File: src/core/wdt_pkg.sv
// Package for the sleep-aware watchdog: register map, field layout,
// reset values, mode codes and the prescale lookup.
// Assumes a 32-bit Avalon-MM register bus addressed in bytes.
package wdt_pkg;

  // Register byte offsets
  localparam logic [3:0] ADDR_WATCHDOG_CONTROL = 4'h0;
  localparam logic [3:0] ADDR_WATCHDOG_STATUS  = 4'h4;
  localparam logic [3:0] ADDR_WATCHDOG_COUNT   = 4'h8;

  // Control register field positions
  localparam int CTRL_SW_ENABLE_BIT = 0;
  localparam int CTRL_PERIOD_LSB    = 1;
  localparam int CTRL_PERIOD_MSB    = 5;

  // Status register field positions
  localparam int STAT_TIMEOUT_N_BIT   = 0;
  localparam int STAT_POWERDOWN_N_BIT = 1;
  localparam int STAT_RUNNING_BIT     = 2;
  localparam int STAT_ASLEEP_BIT      = 3;
  localparam int STAT_MODE_LSB        = 4;
  localparam int STAT_MODE_MSB        = 5;

  // Reset values
  localparam logic [4:0] PERIOD_SELECT_RESET   = 5'h0b;
  localparam logic       SW_ENABLE_RESET       = 1'b0;
  localparam logic [1:0] MODE_CFG_RESET        = 2'h0;

  // Watchdog mode configuration codes
  localparam logic [1:0] MODE_ALWAYS_DISABLED     = 2'h0;
  localparam logic [1:0] MODE_SOFTWARE_CONTROLLED = 2'h1;
  localparam logic [1:0] MODE_ACTIVE_AWAKE_ONLY   = 2'h2;
  localparam logic [1:0] MODE_ALWAYS_ACTIVE       = 2'h3;

  // Prescale: code 0 divides by 2**5, highest valid code gives 2**23
  localparam int         PRESCALE_MIN_LOG2  = 5;
  localparam logic [4:0] PERIOD_SELECT_MAX  = 5'h12;
  localparam int         COUNT_WIDTH        = 23;

  // Low-frequency oscillator rate that times the watchdog
  localparam int LF_OSC_HZ = 31000;

  typedef logic [COUNT_WIDTH-1:0] wdt_count_t;

  // Last count value before expiry for a period select code
  function automatic wdt_count_t wdt_last_count(input logic [4:0] sel);
    logic [4:0] code;
    code = (sel > PERIOD_SELECT_MAX) ? 5'h00 : sel;
    wdt_last_count = wdt_count_t'((24'h000001 << (code + 5'(PRESCALE_MIN_LOG2))) - 24'h000001);
  endfunction

endpackage

File: src/core/wdt_counter.sv
// Prescaled watchdog count, advanced by one tick per low-frequency edge.
// Assumes i_tick is a single-cycle pulse on the system clock.
module wdt_counter
  import wdt_pkg::*;
(
  input  wire logic            i_clock,
  input  wire logic            i_reset_n,
  input  wire logic            i_tick,
  input  wire logic            i_clear,
  input  wire logic [4:0]      i_period_select,
  output wdt_pkg::wdt_count_t  o_count,
  output logic                 o_expire
);

  wdt_count_t last_count;

  assign last_count = wdt_last_count(i_period_select);

  // Count held at zero while cleared; wraps to zero on expiry
  always_ff @(posedge i_clock or negedge i_reset_n)
  begin
    if (!i_reset_n)
    begin
      o_count  <= '0;
      o_expire <= 1'b0;
    end
    else if (i_clear)
    begin
      o_count  <= '0;
      o_expire <= 1'b0;
    end
    else if (i_tick && (o_count >= last_count))
    begin
      o_count  <= '0;
      o_expire <= 1'b1;
    end
    else
    begin
      o_count  <= i_tick ? o_count + 1'b1 : o_count;
      o_expire <= 1'b0;
    end
  end

endmodule

File: src/core/wdt_sync.sv
// Two-stage synchroniser for one level from outside the clock domain.
// Assumes the input is a free-running or slow asynchronous level.
module wdt_sync
(
  input  wire logic i_clock,
  input  wire logic i_reset_n,
  input  wire logic i_async,
  output logic      o_sync
);

  logic stage_one;

  always_ff @(posedge i_clock or negedge i_reset_n)
  begin
    if (!i_reset_n)
    begin
      stage_one <= 1'b0;
      o_sync    <= 1'b0;
    end
    else
    begin
      stage_one <= i_async;
      o_sync    <= stage_one;
    end
  end

endmodule

File: src/core/wdt_top.sv
// Sleep-aware watchdog: mode decode, clearing, sleep handling, status
// flags and an Avalon-MM register slave.
// Assumes the core, reset controller and oscillator logic share i_clock;
// the low-frequency oscillator arrives asynchronously on a pin.
//
// The address map and register access over Avalon-MM were chosen for this implementation.

// Overview of operation
// - Mode 01 follows software enable bit only
// - Sleep never changes software-controlled enable state
// - 11 always on, 10 awake only, 00 off
// - Five-bit period select, 1 ms to 256 s
// - Period select resets to about two seconds
// - Code zero divides 32, each step doubles
// - Count cleared by resets, events and disable
// - Sleep entry clears, then counting may resume
// - Wake-up clears count regardless of cause
// - Crystal clocks hold clear until start-up ends
// - Time-out asleep wakes instead of resetting
// - Sleep time-out updates timeout and powerdown flags
// - Oscillator divider change leaves count alone
// - Awake time-out without clear issues reset
// - Count timed by 31 kHz internal oscillator
module wdt_top
  import wdt_pkg::*;
(
  input  wire logic        i_clock,
  input  wire logic        i_reset_n,
  // Avalon-MM slave
  input  wire logic [3:0]  i_address,
  input  wire logic        i_read,
  input  wire logic        i_write,
  input  wire logic [3:0]  i_byteenable,
  input  wire logic [31:0] i_writedata,
  output logic [31:0]      o_readdata,
  output logic             o_waitrequest,
  // Configuration word and oscillator
  input  wire logic [1:0]  i_watchdog_mode_cfg,
  input  wire logic        i_low_freq_internal_osc,
  input  wire logic        i_crystal_clock_mode,
  input  wire logic        i_osc_startup_timer,
  input  wire logic        i_osc_fail,
  // Core events
  input  wire logic        i_clear_watchdog_instruction,
  input  wire logic        i_sleep_enter,
  input  wire logic        i_sleep_exit,
  // Results
  output logic             o_watchdog_reset,
  output logic             o_wake_request,
  output logic             o_timeout_flag_n,
  output logic             o_powerdown_flag_n,
  output logic             o_watchdog_running
);

  typedef enum logic [0:0]
  {
    PS_AWAKE,
    PS_ASLEEP
  } wdt_power_state_t;

  wdt_power_state_t power_state;
  wdt_power_state_t next_power_state;

  // Power state decode shared by the enable, flag, request and status logic
  function automatic logic is_asleep(input wdt_power_state_t state);
    is_asleep = (state == PS_ASLEEP);
  endfunction

  logic [1:0]  watchdog_mode_cfg;
  logic        cfg_captured;
  logic [4:0]  period_select;
  logic        software_watchdog_enable;
  logic        osc_level;
  logic        osc_level_d;
  logic        watchdog_tick;
  logic        post_wake_hold;
  logic        startup_seen;
  logic        active;
  logic        count_clear;
  logic        expire;
  logic        request_pending;
  wdt_count_t  count;
  logic        bus_request;
  logic        bus_commit;
  logic [31:0] next_readdata;

  // Low-frequency oscillator pin into the clock domain
  wdt_sync u_osc_sync
  (
    .i_clock   (i_clock),
    .i_reset_n (i_reset_n),
    .i_async   (i_low_freq_internal_osc),
    .o_sync    (osc_level)
  );

  // Rising edge of the synchronised oscillator times each count step
  always_ff @(posedge i_clock or negedge i_reset_n)
  begin
    if (!i_reset_n)
      osc_level_d <= 1'b0;
    else
      osc_level_d <= osc_level;
  end

  assign watchdog_tick = osc_level && !osc_level_d;

  // Configuration word captured once after reset release
  always_ff @(posedge i_clock or negedge i_reset_n)
  begin
    if (!i_reset_n)
    begin
      watchdog_mode_cfg <= MODE_CFG_RESET;
      cfg_captured      <= 1'b0;
    end
    else if (!cfg_captured)
    begin
      watchdog_mode_cfg <= i_watchdog_mode_cfg;
      cfg_captured      <= 1'b1;
    end
  end

  // Power state follows the core's sleep entry and exit
  always_comb
  begin
    next_power_state = power_state;
    case (power_state)
      PS_AWAKE:
        if (i_sleep_enter)
          next_power_state = PS_ASLEEP;
      PS_ASLEEP:
        if (i_sleep_exit)
          next_power_state = PS_AWAKE;
      default:
        next_power_state = PS_AWAKE;
    endcase
  end

  always_ff @(posedge i_clock or negedge i_reset_n)
  begin
    if (!i_reset_n)
      power_state <= PS_AWAKE;
    else
      power_state <= next_power_state;
  end

  // Enable decode from the mode field, software bit and power state
  always_comb
  begin
    case (watchdog_mode_cfg)
      MODE_ALWAYS_ACTIVE:
        active = cfg_captured;
      MODE_ACTIVE_AWAKE_ONLY:
        active = cfg_captured && !is_asleep(power_state);
      MODE_SOFTWARE_CONTROLLED:
        active = cfg_captured && software_watchdog_enable;
      MODE_ALWAYS_DISABLED:
        active = 1'b0;
      default:
        active = 1'b0;
    endcase
  end

  // After wake-up on a crystal clock, hold clear until start-up ends
  always_ff @(posedge i_clock or negedge i_reset_n)
  begin
    if (!i_reset_n)
    begin
      post_wake_hold <= 1'b0;
      startup_seen   <= 1'b0;
    end
    else if (is_asleep(power_state) && i_sleep_exit && i_crystal_clock_mode)
    begin
      post_wake_hold <= 1'b1;
      startup_seen   <= i_osc_startup_timer;
    end
    else if (post_wake_hold)
    begin
      startup_seen <= startup_seen || i_osc_startup_timer;
      if (startup_seen && !i_osc_startup_timer)
        post_wake_hold <= 1'b0;
    end
  end

  // Every clearing source; divider changes are not among them
  assign count_clear = !active
                     || i_clear_watchdog_instruction
                     || i_sleep_enter
                     || i_sleep_exit
                     || i_osc_fail
                     || i_osc_startup_timer
                     || post_wake_hold;

  wdt_counter u_counter
  (
    .i_clock         (i_clock),
    .i_reset_n       (i_reset_n),
    .i_tick          (watchdog_tick),
    .i_clear         (count_clear),
    .i_period_select (period_select),
    .o_count         (count),
    .o_expire        (expire)
  );

  // Reset or wake request held for one watchdog clock after expiry
  always_ff @(posedge i_clock or negedge i_reset_n)
  begin
    if (!i_reset_n)
    begin
      o_watchdog_reset <= 1'b0;
      o_wake_request   <= 1'b0;
      request_pending  <= 1'b0;
    end
    else if (expire)
    begin
      request_pending <= 1'b1;
      if (is_asleep(power_state))
        o_wake_request <= 1'b1;
      else
        o_watchdog_reset <= 1'b1;
    end
    else if (request_pending && watchdog_tick)
    begin
      request_pending  <= 1'b0;
      o_watchdog_reset <= 1'b0;
      o_wake_request   <= 1'b0;
    end
  end

  // Status flags, active low; a time-out wins over any same-cycle set
  always_ff @(posedge i_clock or negedge i_reset_n)
  begin
    if (!i_reset_n)
    begin
      o_timeout_flag_n   <= 1'b1;
      o_powerdown_flag_n <= 1'b1;
    end
    else if (expire)
    begin
      o_timeout_flag_n <= 1'b0;
      if (!is_asleep(power_state))
        o_powerdown_flag_n <= 1'b1;
      else
        o_powerdown_flag_n <= 1'b0;
    end
    else if (!is_asleep(power_state) && i_sleep_enter)
    begin
      o_timeout_flag_n   <= 1'b1;
      o_powerdown_flag_n <= 1'b0;
    end
    else if (i_clear_watchdog_instruction)
    begin
      o_timeout_flag_n   <= 1'b1;
      o_powerdown_flag_n <= 1'b1;
    end
  end

  always_ff @(posedge i_clock or negedge i_reset_n)
  begin
    if (!i_reset_n)
      o_watchdog_running <= 1'b0;
    else
      o_watchdog_running <= active && !count_clear;
  end

  // Bus handshake: one wait cycle, then the access completes
  assign bus_request = i_read || i_write;
  assign bus_commit  = bus_request && !o_waitrequest;

  always_ff @(posedge i_clock or negedge i_reset_n)
  begin
    if (!i_reset_n)
      o_waitrequest <= 1'b1;
    else if (bus_request && o_waitrequest)
      o_waitrequest <= 1'b0;
    else
      o_waitrequest <= 1'b1;
  end

  // Control register writes; lane zero holds every writable bit
  always_ff @(posedge i_clock or negedge i_reset_n)
  begin
    if (!i_reset_n)
    begin
      period_select            <= PERIOD_SELECT_RESET;
      software_watchdog_enable <= SW_ENABLE_RESET;
    end
    else if (bus_commit && i_write && i_byteenable[0]
             && i_address == ADDR_WATCHDOG_CONTROL)
    begin
      period_select            <= i_writedata[CTRL_PERIOD_MSB:CTRL_PERIOD_LSB];
      software_watchdog_enable <= i_writedata[CTRL_SW_ENABLE_BIT];
    end
  end

  // Read mux; unmapped offsets and reserved bits read as zero
  always_comb
  begin
    next_readdata = 32'h0000_0000;
    case (i_address)
      ADDR_WATCHDOG_CONTROL:
      begin
        next_readdata[CTRL_PERIOD_MSB:CTRL_PERIOD_LSB] = period_select;
        next_readdata[CTRL_SW_ENABLE_BIT]              = software_watchdog_enable;
      end
      ADDR_WATCHDOG_STATUS:
      begin
        next_readdata[STAT_TIMEOUT_N_BIT]          = o_timeout_flag_n;
        next_readdata[STAT_POWERDOWN_N_BIT]        = o_powerdown_flag_n;
        next_readdata[STAT_RUNNING_BIT]            = o_watchdog_running;
        next_readdata[STAT_ASLEEP_BIT]             = is_asleep(power_state);
        next_readdata[STAT_MODE_MSB:STAT_MODE_LSB] = watchdog_mode_cfg;
      end
      ADDR_WATCHDOG_COUNT:
        next_readdata[COUNT_WIDTH-1:0] = count;
      default:
        next_readdata = 32'h0000_0000;
    endcase
  end

  always_ff @(posedge i_clock or negedge i_reset_n)
  begin
    if (!i_reset_n)
      o_readdata <= 32'h0000_0000;
    else if (i_read && o_waitrequest)
      o_readdata <= next_readdata;
  end

endmodule

File: config.mk
export PLATFORM = sky130hd
export DESIGN_NAME = wdt_top
export DESIGN_NICKNAME = d
export VERILOG_FILES = /design/src/core/wdt_pkg.sv /design/src/core/wdt_counter.sv /design/src/core/wdt_sync.sv /design/src/core/wdt_top.sv
export SDC_FILE = /design/constraint.sdc
export NUM_CORES = 1
export LEC_CHECK = 0
export ABC_AREA = 1
export BUFFER_PORTS_ARGS = -buffer_cell sky130_fd_sc_hd__buf_2
export CELL_PAD_IN_SITES_DETAIL_PLACEMENT = 1
export CELL_PAD_IN_SITES_GLOBAL_PLACEMENT = 1
export CORE_UTILIZATION = 37
export DETAILED_ROUTE_END_ITERATION = 10
export GPL_TIMING_DRIVEN = 0
export MAX_ROUTING_LAYER = met4
export PLACE_DENSITY = 0.75
export SETUP_SLACK_MARGIN = 0.4
export SLEW_MARGIN = 20
export SYNTH_ARGS = -nofsm -noshare
export SYNTH_HDL_FRONTEND = slang
export SYNTH_SLANG_ARGS = --single-unit
File: constraint.sdc
create_clock -name i_clock -period 2.7 [get_ports i_clock]
set_input_delay 0.135 -clock i_clock [delete_from_list [all_inputs] [get_ports i_clock]]
set_output_delay 0.135 -clock i_clock [all_outputs]
set_load 0.1 [all_outputs]
==> qor.yml <==
power:
  combPwrFrac_pct: 34.1
  peakVddDrop_uv: 369
  internal_power_mw: 2.30
  clock_power_share_pct: 33.9
  totalPowerFinal_mw: 3.56
  switching_share_pct: 35.4
  seqPwrFrac_pct: 32.1
  p_leak_nw: 2.95
  powerDensity_nw_per_um2: 594
  p_sw_mw: 1.26
routing:
  ant_nets: 0
  drc: 0
  vias: 4372
  drtPass1Iterations: 4
  vias_per_cell: 5.08
  routed_wl_mm: 14.5
  wl_per_cell_um: 16.8
  drt_iter0_drc: 206
setup_path:
  crit_chain: "nand4_1 -> buf_4 -> buf_4 -> buf_4 -> buf_4 -> buf_4 -> buf_6 -> nand4_1 -> ha_1 -> nand2_2 -> nor2_4 -> nand2_1 -> nor2_1 -> nand2_1 -> nand4_1 -> nor2_4 -> nand3_2 -> nand2_2"
  crit_path_top_delay_cell: "dfstp_2"
  slowest_delay_ns: 0.63
  worstPathMaxFanout: 5
  cp_common_cell: "buf_4"
  end_kind: "flop"
  worst-setup-path-type: "flop to flop"
  critPathArrivalTime_ns: 3.39
  start_kind: "flop"
  required_ns: 2.97
global_routing:
  grt_max_degree: 54
  top_usage_layer: "met2"
  gr-usage-met2_pct: 41.3
  grtUsageMet1_pct: 28.4
  grt_pass1_wl_mm: 22.8
  grt_pass1_vias: 4478
  antenna_found_initial: 0
  grt_usage_pct: 23.8
  overflow: 0
  use_met3_pct: 3.70
clock_tree:
  cts_sinks: 69
  cts_root_buf: "clkbuf_16"
  clk_pin_slew_worst_paths_ns: 0.05
  clk_latency_ns: 0.33
  cts_tree: "built"
  htreeDepth: 3
  cts_buffers: 9
  ctsLongestPathBuffers: 2
timing:
  setup_viol: 24
  maxSlewViolCount: 0
  fin_crit_ns: 3.12
  whs_ns: 0.00947
  timing.final.crit_share_pct: 116
  rsz0062_at_grt: "true"
  setup_slack_ns: -0.424
  worstMarginPinSlew_ns: 0.498
  fmax_mhz: 320
  clock_skew_ns: 0.00686
  max_slew_margin_pct: 66.7
  hold_viol_final: 0
placement:
  io_buffers: 52
  gp_congestion: 0.824
  dp.cells: 808
  pre_cts_ws_ns: -0.499
  placed_cell_area_sq_um: 5110
  hpwlAfterDp_mm: 10.5
finish:
  layout_common_cells: "162 x nand2_1, 63 x dfrtp_1, 57 x inv_1"
  drive_above_1_share_pct: 30.0
  multi_input_area_sq_um: 2740
  final_common_cell: "nand2_1"
  seq_area_sq_um: 1730
  antenna_cells: 0
  n_fill_cell: 1490
  instances_no_fill: 861
  syn2layout_area_growth_pct: 31.4
  fin_nets: 789
  final_cell_area_sq_um: 6000
floorplan:
  initial_core_util_pct: 38.0
  core_area_sq_um: 12000
  row_count: 40
  die-area_sq_um: 12800
  die_y_um: 113
  die_w_um: 113
  pin_count: 91
status:
  violations: "setup timing"
  status: "finished with violations"
synthesis:
  synth-seq-area-share_pct: 38.0
  synth_flop_cell: "dfrtp_1"
  synthArstFlopShare_pct: 100
  synth.distinct_cells: 44
  synth_cells: 596
  ys_ff_latch: 69
  ys_warn_count: 0
  synth_area_per_cell_sq_um: 7.66
  synth-edff-count: 0
  synth_area_sq_um: 4560
min_path:
  hold_class: "primary input to flop"
job:
  cap_violations: 0
==> registers in the layout (all words and copies together) (netlist names), 2 cells and up <==
name               flops
watchdog_mode_cfg      2
u_counter.o_count     23
period_select          5
o_readdata            23
==> routing by layer <==
metal  share of wire, %  vias up
met1                 43     2143
met2                 52       80
met5                  0        -
met4                1.9        0
met3                3.0       24
li1                   -     2125
==> what timing repair did <==
action,in CTS,in global routing
hold endpoints to repair,18,0
buffers inserted,27,6
endpoints found under the setup margin,24,24
hold buffers,4,0
pin swaps,14,16
gates resized for setup,39,34
==> synth_stat cells, types with 3 or more instances <==
cell	n	area, sq um
o21ai_2	7	61.3
o31ai_1	9	67.6
o21ai_0	35	175
nand3_1	19	95.1
nor2_4	3	33.8
a21oi_1	16	80.1
clkbuf_1	6	22.5
dfrtp_1	63	1580
xor2_1	14	123
nand2_4	3	33.8
nor3_1	4	20.0
inv_1	64	240
inv_2	9	33.8
buf_2	3	15.0
o22ai_1	3	18.8
xnor2_1	8	70.1
ha_1	27	338
o21bai_1	3	22.5
nand2_1	178	668
nor2_1	49	184
dfstp_2	6	158
nand4_1	18	113
o21ai_1	4	20.0
buf_4	10	75.1
nand2_2	9	56.3
==> power groups by stage <==
stage	clock (mW)	sequential (mW)	combinational, mW
finish	1.21	1.14	1.21
global route	1.27	1.15	1.32
CTS	1.22	1.14	1.07
detailed placement	0	1.16	0.910
global placement	0	1.15	0.870
floorplan	0	1.23	0.619
==> cell families after synthesis <==
kind of cell	share of synthesized area (%)
compound gates	11.0
xor+xnor	4.58
fa+ha+maj	7.40
buf+inv	8.96
flops	38.0
mux	0.247
other cells	0.165
simple gates	29.7
==> worst max-delay path: cells and delay by family (launching register included) <==
family,cells,cell delay [ns]
buffers and inverters,6,0.78
AND/OR/NAND/NOR,11,1.37
flip-flops,1,0.63
adder cells (fa/ha/maj),1,0.28
==> metrics by stage <==
step                      utilization (%)  TNS (ns)
after floorplan                         -         0
after global placement               42.3     -6.91
after detailed placement             42.6     -9.82
after CTS                            48.4     -5.26
after global routing                 49.9    -10.72
final                                49.9     -8.52
==> path summary, 6_finish.rpt <==
check | from | end | slack [ns] | depth (start not counted)
hold / removal | i_writedata[0] | software_watchdog_enable | 0.009 | 3
setup reg to reg | period_select[1] | u_counter.o_count[17] | -0.42 | 18
setup / recovery | period_select[1] | u_counter.o_count[17] | -0.42 | 18
max in group asynchronous | i_reset_n | o_powerdown_flag_n | 1.86 | 3
hold reg to reg | u_osc_sync.stage_one | u_osc_sync.o_sync | 0.35 | 0
min in group asynchronous | i_reset_n | o_readdata[12] | 0.22 | 2
==> cell type report <==
type	count	area share (%)
flip-flops and latches	69	28.9
plain buffers	21	2.53
clock buffers	13	4.34
clock inverters	3	0.751
repair buffers	90	10.1
well taps	147	3.07
multi-input cells	445	45.6
inverters	73	4.70
Note: power is estimated with default switching activity, not from simulation.
